### src/pkg/lhbp_params.svh
// Constants of the host bus port: pin positions, reset values, command codes and timing
`ifndef LHBP_PARAMS_SVH
`define LHBP_PARAMS_SVH

// ----------------------------------------------------------------
// Positions in the sampled pin vector
// ----------------------------------------------------------------
`define LHBP_PIN_W      17
`define LHBP_B_D        0
`define LHBP_B_SDA      7
`define LHBP_B_SCK      6
`define LHBP_B_DC       8
`define LHBP_B_RW       9
`define LHBP_B_EN       10
`define LHBP_B_CS       11
`define LHBP_B_INIT     12
`define LHBP_B_PS0      13
`define LHBP_B_PS1      14
`define LHBP_B_DUTY     15
`define LHBP_B_XCK      16

// ----------------------------------------------------------------
// Reset values
// ----------------------------------------------------------------
// Chip deselected, initialisation input released
`define LHBP_PIN_IDLE   17'h0_1800

// ----------------------------------------------------------------
// Command codes and row mapping
// ----------------------------------------------------------------
`define LHBP_CMD_RAM_WR 8'h5C
`define LHBP_CMD_RAM_RD 8'h5D
`define LHBP_ROW_LO_END 7'h21
`define LHBP_ROW_HI_BEG 7'h2E
`define LHBP_ROW_LAST   7'h4F
`define LHBP_ROW_SKIP   7'h0C

// ----------------------------------------------------------------
// Timing
// ----------------------------------------------------------------
`define LHBP_BUSY_HOLD  4'h4

`endif

### src/pkg/lhbp_pkg.sv
// Types shared by the host bus port modules
package lhbp_pkg;

    // Host interface selected by the two straps
    typedef enum logic [1:0] {
        LHBP_SPI4,
        LHBP_I80,
        LHBP_SPI3,
        LHBP_M68
    } lhbp_mode_t;

    // Whole state of the port
    typedef struct packed {
        logic [16:0] s1;
        logic [16:0] s2;
        logic [16:0] s3;
        logic [16:0] filt;
        logic [16:0] prev;
        logic [3:0]  bitcnt;
        logic [8:0]  shreg;
        logic        push_v;
        logic        push_dc;
        logic [7:0]  push_byte;
        logic        rd_req;
        logic        rd_is_data;
        logic [7:0]  rd_latch;
        logic [7:0]  data_out;
        logic        data_oe;
        logic        busy;
        logic [3:0]  hold;
        logic [6:0]  mem_row;
        logic        row_valid;
        logic        osc_tick;
        logic        core_init;
    } lhbp_state_t;

endpackage

### src/lhbp_fifo2.sv
// Small shifting buffer with valid and ready on both sides
`timescale 1ns/100ps
module lhbp_fifo2 #(
    parameter int W     = 9,
    parameter int DEPTH = 2
) (
    input  wire logic         clock,
    input  wire logic         rst,
    input  wire logic         in_valid,
    output logic              in_ready,
    input  wire logic [W-1:0] in_data,
    output logic              out_valid,
    input  wire logic         out_ready,
    output logic [W-1:0]      out_data
);
    import lhbp_pkg::*;

    typedef struct packed {
        logic [DEPTH-1:0][W-1:0] mem;
        logic [DEPTH-1:0]        vld;
    } lhbp_fifo_t;

    lhbp_fifo_t q;
    lhbp_fifo_t n;
    logic       pop;
    logic       push;
    logic       placed;

    // Head sits in slot 0, so the outputs are flops
    assign out_valid = q.vld[0];
    assign out_data  = q.mem[0];
    assign in_ready  = ~q.vld[DEPTH-1];
    assign pop       = q.vld[0] & out_ready;
    assign push      = in_valid & ~q.vld[DEPTH-1];

    // Shift on pop, then write into the first free slot
    always_comb begin
        n = q;
        placed = 1'b0;
        if (pop) begin
            for (int i = 0; i < DEPTH - 1; i++) begin
                n.mem[i] = q.mem[i+1];
                n.vld[i] = q.vld[i+1];
            end
            n.vld[DEPTH-1] = 1'b0;
        end
        for (int i = 0; i < DEPTH; i++) begin
            if (push && !placed && !n.vld[i]) begin
                n.mem[i] = in_data;
                n.vld[i] = 1'b1;
                placed = 1'b1;
            end
        end
    end

    always_ff @(posedge clock) begin
        if (rst) begin
            q <= '0;
        end else begin
            q <= n;
        end
    end
endmodule

### src/lhbp_port.sv
// Host bus port: strap-selected parallel and serial front end of the display driver
`timescale 1ns/100ps
`include "lhbp_params.svh"

// What this block does
// - Bus strobes act only while chip select is low.
// - Initialisation input low clears the port's internal state once it has passed the three-stage input sampling.
// - Selector high means memory data, low means command byte.
// - First parallel style: read/write line high reads, low writes.
// - First parallel style: transfer starts on enable rising while selected.
// - Second parallel style: write starts when write strobe falls while selected.
// - Second parallel style: read starts when read strobe falls while selected.
// - Two straps choose among two parallel styles and two serial modes.
// - Read back only in parallel modes; serial modes are write-only.
// - Duty strap picks split 68-row or direct 80-row scan line mapping.
// - Bit 7 is MSB in parallel; serial uses bit 7 data, bit 6 clock.
// - External clock pin used only after the host enables it.
// - Busy high during memory access or graphic work, low when ready.
// - Four-wire: shift on rising clock, bit 7 first, selector taken at eighth.
// - Three-wire: nine bits, selector bit first, then bits 7 to 0.
module lhbp_port #(
    parameter int FIFO_DEPTH = 2
) (
    input  wire logic       clock,
    input  wire logic       rst,
    input  wire logic       cs_n,
    input  wire logic       hw_init_pulse_n,
    input  wire logic       dc,
    input  wire logic       rw_wr_n,
    input  wire logic       en_rd_n,
    input  wire logic       bus_sel0,
    input  wire logic       bus_sel1,
    input  wire logic       duty_ratio_sel,
    input  wire logic [7:0] data_in,
    output logic [7:0]      data_out,
    output logic            data_oe,
    input  wire logic       ext_osc_io_i,
    output logic            ext_osc_io_o,
    output logic            ext_osc_io_oe,
    input  wire logic       ext_clk_en,
    input  wire logic       int_osc_tick,
    output logic            osc_tick,
    output logic            wr_valid,
    input  wire logic       wr_ready,
    output logic            wr_is_data,
    output logic [7:0]      wr_byte,
    output logic            rd_req,
    output logic            rd_is_data,
    input  wire logic       rd_ack,
    input  wire logic [7:0] rd_data,
    input  wire logic       core_busy,
    output logic            busy,
    input  wire logic [6:0] panel_scan_line,
    output logic [6:0]      mem_row,
    output logic            row_valid,
    output logic            core_init,
    output lhbp_pkg::lhbp_mode_t mode
);
    import lhbp_pkg::*;

    // ----------------------------------------------------------------
    // Decoding helpers
    // ----------------------------------------------------------------
    function automatic lhbp_mode_t mode_of(input logic ps1, input logic ps0);
        unique case ({ps1, ps0})
            2'b01: mode_of = LHBP_I80;
            2'b11: mode_of = LHBP_M68;
            2'b10: mode_of = LHBP_SPI3;
            2'b00: mode_of = LHBP_SPI4;
        endcase
    endfunction

    // Commands that touch frame memory keep the port busy
    function automatic logic holds_busy(input logic is_data, input logic [7:0] b);
        holds_busy = is_data | (b == `LHBP_CMD_RAM_WR) | (b == `LHBP_CMD_RAM_RD);
    endfunction

    // Scan line to memory row, valid bit on top
    function automatic logic [7:0] row_of(input logic [6:0] line, input logic split);
        if (split) begin
            if (line <= `LHBP_ROW_LO_END) begin
                row_of = {1'b1, line};
            end else if (line >= `LHBP_ROW_HI_BEG && line <= `LHBP_ROW_LAST) begin
                row_of = {1'b1, 7'(line - `LHBP_ROW_SKIP)};
            end else begin
                row_of = 8'h00;
            end
        end else begin
            row_of = {line <= `LHBP_ROW_LAST, line};
        end
    endfunction

    // ----------------------------------------------------------------
    // State and working signals
    // ----------------------------------------------------------------
    lhbp_state_t      q;
    lhbp_state_t      n;
    lhbp_mode_t       cur_mode;
    logic [16:0]      pins;
    logic [16:0]      rise;
    logic [16:0]      fall;
    logic             sel;
    logic             wr_go;
    logic             wr_dc;
    logic [7:0]       wr_b;
    logic             rd_go;
    logic             accept;
    logic             push_rdy;
    logic [8:0]       fifo_out;
    logic [7:0]       row_word;

    assign pins = {ext_osc_io_i, duty_ratio_sel, bus_sel1, bus_sel0, hw_init_pulse_n,
                   cs_n, en_rd_n, rw_wr_n, dc, data_in};
    assign cur_mode = mode_of(q.filt[`LHBP_B_PS1], q.filt[`LHBP_B_PS0]);
    assign rise = q.filt & ~q.prev;
    assign fall = ~q.filt & q.prev;
    assign sel  = ~q.filt[`LHBP_B_CS];
    assign row_word = row_of(panel_scan_line, q.filt[`LHBP_B_DUTY]);

    // ----------------------------------------------------------------
    // Next state
    // ----------------------------------------------------------------
    always_comb begin
        n = q;
        wr_go = 1'b0;
        wr_dc = q.filt[`LHBP_B_DC];
        wr_b  = q.filt[`LHBP_B_D +: 8];
        rd_go = 1'b0;

        // Three-stage sampling; a change counts once stages two and three agree
        n.s1   = pins;
        n.s2   = q.s1;
        n.s3   = q.s2;
        n.filt = (q.s2 & q.s3) | (q.filt & (q.s2 ^ q.s3));
        n.prev = q.filt;

        // Strobe decode per interface
        unique case (cur_mode)
            LHBP_M68: begin
                if (sel && rise[`LHBP_B_EN]) begin
                    wr_go = ~q.filt[`LHBP_B_RW];
                    rd_go = q.filt[`LHBP_B_RW];
                end
                n.data_oe = sel & q.filt[`LHBP_B_EN] & q.filt[`LHBP_B_RW];
            end
            LHBP_I80: begin
                wr_go = sel & fall[`LHBP_B_RW];
                rd_go = sel & fall[`LHBP_B_EN];
                n.data_oe = sel & ~q.filt[`LHBP_B_EN];
            end
            LHBP_SPI4, LHBP_SPI3: begin
                n.data_oe = 1'b0;
                if (!sel) begin
                    n.bitcnt = 4'h0;
                    n.shreg  = 9'h000;
                end else if (rise[`LHBP_B_SCK]) begin
                    n.shreg  = {q.shreg[7:0], q.filt[`LHBP_B_SDA]};
                    n.bitcnt = q.bitcnt + 4'h1;
                    wr_b     = {q.shreg[6:0], q.filt[`LHBP_B_SDA]};
                    if (cur_mode == LHBP_SPI4 && q.bitcnt == 4'h7) begin
                        wr_go    = 1'b1;
                        n.bitcnt = 4'h0;
                    end
                    if (cur_mode == LHBP_SPI3 && q.bitcnt == 4'h8) begin
                        wr_go    = 1'b1;
                        wr_dc    = q.shreg[7];
                        n.bitcnt = 4'h0;
                    end
                end
            end
        endcase

        // Written byte waits in the hand-off register until the buffer takes it
        if (q.push_v && push_rdy) begin
            n.push_v = 1'b0;
        end
        if (wr_go) begin
            n.push_v    = 1'b1;
            n.push_dc   = wr_dc;
            n.push_byte = wr_b;
        end

        // Read: present the byte fetched last time, fetch the next one
        n.rd_req = rd_go;
        if (rd_go) begin
            n.data_out   = q.rd_latch;
            n.rd_is_data = q.filt[`LHBP_B_DC];
        end
        if (rd_ack) begin
            n.rd_latch = rd_data;
        end

        // Busy rises with the accepting edge and holds while the LHBP_BUSY_HOLD count runs down, the core is busy or a byte waits
        accept = (wr_go & holds_busy(wr_dc, wr_b)) | (rd_go & q.filt[`LHBP_B_DC]);
        if (accept) begin
            n.hold = `LHBP_BUSY_HOLD;
        end else if (q.hold != 4'h0) begin
            n.hold = q.hold - 4'h1;
        end
        n.busy = accept | (q.hold != 4'h0) | core_busy | n.push_v;

        // Scan line mapping and clock source
        n.mem_row   = row_word[6:0];
        n.row_valid = row_word[7];
        n.core_init = ~q.filt[`LHBP_B_INIT];
        n.osc_tick  = (ext_clk_en && q.filt[`LHBP_B_INIT]) ? rise[`LHBP_B_XCK] : int_osc_tick;

        // Initialisation input low clears the functional state
        if (!q.filt[`LHBP_B_INIT]) begin
            n.bitcnt   = 4'h0;
            n.shreg    = 9'h000;
            n.push_v   = 1'b0;
            n.rd_req   = 1'b0;
            n.rd_latch = 8'h00;
            n.data_oe  = 1'b0;
            n.busy     = 1'b0;
            n.hold     = 4'h0;
            n.osc_tick = int_osc_tick;
        end
    end

    // ----------------------------------------------------------------
    // State register
    // ----------------------------------------------------------------
    always_ff @(posedge clock) begin
        if (rst) begin
            q      <= '0;
            q.s1   <= `LHBP_PIN_IDLE;
            q.s2   <= `LHBP_PIN_IDLE;
            q.s3   <= `LHBP_PIN_IDLE;
            q.filt <= `LHBP_PIN_IDLE;
            q.prev <= `LHBP_PIN_IDLE;
        end else begin
            q <= n;
        end
    end

    // ----------------------------------------------------------------
    // Write buffer toward the command decoder and frame memory
    // ----------------------------------------------------------------
    lhbp_fifo2 #(
        .W     (9),
        .DEPTH (FIFO_DEPTH)
    ) u_buf (
        .clock     (clock),
        .rst       (rst | ~q.filt[`LHBP_B_INIT]),
        .in_valid  (q.push_v),
        .in_ready  (push_rdy),
        .in_data   ({q.push_dc, q.push_byte}),
        .out_valid (wr_valid),
        .out_ready (wr_ready),
        .out_data  (fifo_out)
    );

    // Outputs straight from flops, except the mode decode and the clock pin output and enable, which are tied low
    assign wr_is_data    = fifo_out[8];
    assign wr_byte       = fifo_out[7:0];
    assign data_out      = q.data_out;
    assign data_oe       = q.data_oe;
    assign rd_req        = q.rd_req;
    assign rd_is_data    = q.rd_is_data;
    assign busy          = q.busy;
    assign mem_row       = q.mem_row;
    assign row_valid     = q.row_valid;
    assign osc_tick      = q.osc_tick;
    assign core_init     = q.core_init;
    assign ext_osc_io_o  = 1'b0;
    assign ext_osc_io_oe = 1'b0;
    assign mode          = cur_mode;
endmodule

### config.mk
export PLATFORM = sky130hd
export DESIGN_NAME = lhbp_port
export DESIGN_NICKNAME = d
export VERILOG_FILES = /design/src/pkg/lhbp_pkg.sv /design/src/lhbp_fifo2.sv /design/src/lhbp_port.sv
export VERILOG_INCLUDE_DIRS = /design/src /design/src/pkg
export SDC_FILE = /design/constraint.sdc
export NUM_CORES = 1
export LEC_CHECK = 0
export BUFFER_PORTS_ARGS = -buffer_cell sky130_fd_sc_hd__buf_2
export CAP_MARGIN = 20
export CORE_MARGIN = 8
export CORE_UTILIZATION = 35
export DETAILED_ROUTE_END_ITERATION = 10
export SETUP_SLACK_MARGIN = 0.1
export SYNTH_ARGS = -nofsm -noshare
export SYNTH_HDL_FRONTEND = slang
export SYNTH_SLANG_ARGS = --single-unit
### constraint.sdc
create_clock -name clock -period 2.5 [get_ports clock]
set_input_delay 0.625 -clock clock [delete_from_list [all_inputs] [get_ports clock]]
set_output_delay 0.625 -clock clock [all_outputs]
set_load 0.05 [all_outputs]
==> results.yml <==
clocking:
  cts_buffer_depth: 2
  cts_tree: "yes"
  cts_buffers: 17
  h-tree-depth: 4
  cts_root_buf: "clkbuf_16"
  path_clk_slew_ns: 0.06
  cts_resized: 0
  clk_latency_ns: 0.41
  postCtsSetupRepairBufs: 0
  cts.sink_count: 148
  ctsHoldBuffers: 0
timing:
  post-route-min-period_ns: 1.98
  fin_hold_ws_ns: 0.389
  max_freq_ghz: 0.506
  rsz0062_at_grt: "false"
  finalSetupTns_ns: 0
  fin_crit_sh: 0.790
  setup_viol: 0
  finalHoldViolations: 0
  drv_slew: 0
  fin_skew_ns: 0.00784
  tightest_slew_ns: 0.561
  relSlewSlack: 0.625
global_route:
  overflow: 0
  grt_pass1_wl_um: 18500
  grt_pass1_vias: 3994
  grt_max_degree: 97
  track_usage: 0.111
  antenna_found_initial: 0
worst_setup_path:
  crit_buf_inv: 1
  critPathArrivalTime_ns: 1.35
  worstSetupPathType: "flop to primary output"
  worstSetupPathDepth: 1
  r2r-end: "q[12]"
  r2r_slack_ns: 0.62
  path_cells: "buf_2"
  cp_max_fo: 14
  crit_end: "wr_valid"
  crit_family: "flip-flops"
  cp-start-kind: "flop"
  required_ns: 1.88
  setup.worst_path.start: "u_buf.out_valid"
  rr_startpoint: "n[70]"
  cp_slowest_cell: "dfxtp_1"
  slowest_delay_ns: 0.59
  end_kind: "primary output"
  ff2ff_path_depth: 5
synthesis:
  ys_seq_elements: 148
  synth_cells: 595
  netlist_area_um2: 5700
  synth_edf_count: 0
  synthTopCellsByArea: "dfxtp_1, nor2b_1, ha_1"
  synth_top_cell_area_share: 0.520
  ys_seq_area_frac: 0.520
  avgSynthCellArea_um2: 9.57
  ys.flop_type: "dfxtp_1"
  ys_warn_count: 0
  yosys.area.top_type: "dfxtp_1"
  post-synth-top-count-cell: "dfxtp_1"
  ys_async_sr_fraction: 0
  ys_top_cells_by_count: "dfxtp_1, nand2_1, nor2_1, nor2b_1, a21oi_1"
  synth_cell_types: 56
placement:
  place.gp.congestion: 0.824
  dp_hpwl_um: 7520
  portBuffers: 72
route:
  post-route-drc-count: 0
  vias: 4002
  drt-vias-per-instance: 4.62
  drt-initial-drc-count: 154
  drt_pre_antenna_iters: 5
  wl_per_cell_um: 12.4
  drt_wl_total_um: 10700
  antenna_left: 0
outcome:
  outcome: "complete, no violations"
power:
  power.density_nw_per_um2: 789
  p_leak_nw: 2.77
  vdd_drop_max_mv: 0.521
min_path:
  worstHoldPathType: "input pin to flop"
floorplanning:
  start_util: 0.359
  core_area_um2: 15900
  dieWidth_um: 144
  die_h_um: 144
  die-area_um2: 20600
  row_count: 46
  num_io_pins: 75
finish:
  n_antenna_cell: 0
  nFillCells: 1601
  synthToLayoutAreaGrowth_pct: 16.1
  final_nets: 698
  drive_gt1_frac: 0.194
flow_run:
  drv_cap: 0
## metrics by stage
stage / total power, mW / setup slack, ns / cell area (um^2) / instances / util
floorplan: 2.81 / 0.593 / 5700 / 596 / -
global placement: 2.88 / 0.394 / 6050 / 834 / 0.381
detailed placement: 2.90 / 0.296 / 6050 / 834 / 0.381
CTS: 5.30 / 0.493 / 6610 / 866 / 0.416
global route: 5.45 / 0.408 / 6610 / 866 / 0.416
finish: 5.22 / 0.524 / 6610 / 866 / 0.416
## layout by cell type (no fill, tap or decap), types with 6 or more instances in the layout
cell | netlist | layout
buf_2 | 5 | 71
nand2_1 | 67 | 67
dfxtp_1 | 148 | 148
or2_2 | 6 | 6
nor2_1 | 61 | 61
a21oi_1 | 41 | 41
clkbuf_16 | 0 | 17
inv_1 | 8 | 8
nand3_1 | 22 | 22
buf_4 | 26 | 6
a311oi_1 | 15 | 15
nor2b_1 | 55 | 55
ha_1 | 22 | 22
mux2i_1 | 19 | 19
o21ai_0 | 9 | 8
## how the worst min path moves through the flow
stage,cells past startpoint,slack [ns],end,from
finish,2,0.39,n[120],hw_init_pulse_n
floorplan,1,0.39,n[102],n[119]
global route,2,0.39,n[120],hw_init_pulse_n
CTS,2,0.36,n[120],hw_init_pulse_n
detailed placement,1,0.40,n[103],n[120]
global placement,1,0.40,n[102],n[119]
## layout make-up
cell class / instances / area, um^2 / area share
clock buffer: 21 / 460 / 0.0696
clock inverter: 11 / 104 / 0.0157
inverter: 8 / 30.0 / 0.00454
multi-input combinational: 384 / 2360 / 0.357
sequential: 148 / 2960 / 0.448
tap: 216 / 270 / 0.0409
timing repair buffer: 78 / 420 / 0.0636
## flip-flops by register name (all words and copies together) (netlist names)
name	count
busy	1
core_init	1
data_oe	1
data_out	8
mem_row	7
n	51
osc_tick	1
q	55
rd_is_data	1
rd_req	1
row_valid	1
u_buf.out_data	9
u_buf.out_valid	1
u_buf.q	10
## power by group
part / leakage [nW] / internal (mW) / switching [mW]
sequential: 1.21 / 2.44 / 0.0370
combinational: 1.29 / 0.152 / 0.222
clock: 0.273 / 1.42 / 0.946
## per-layer routing
layer,vias to the layer above,GRT usage,part of all wire
met5,-,0,0
met4,0,0.0592,0.022
met3,23,0.0368,0.052
met2,91,0.180,0.46
met1,1819,0.129,0.47
li1,2069,-,-
## kinds of logic (layout without fill, tap and decap cells)
group	after synthesis	count (layout)	share of synthesized area
other	1	2	0.000658
xor gates and xnor gates	1	1	0.00154
AOI/OAI and AO/OA	89	89	0.105
muxes	20	20	0.0360
DFF	148	148	0.520
and+or+nand+nor	250	250	0.223
buffers and inverters	64	118	0.0657
adders and majority gates	22	22	0.0483
Power figures use the tool's default switching activity.
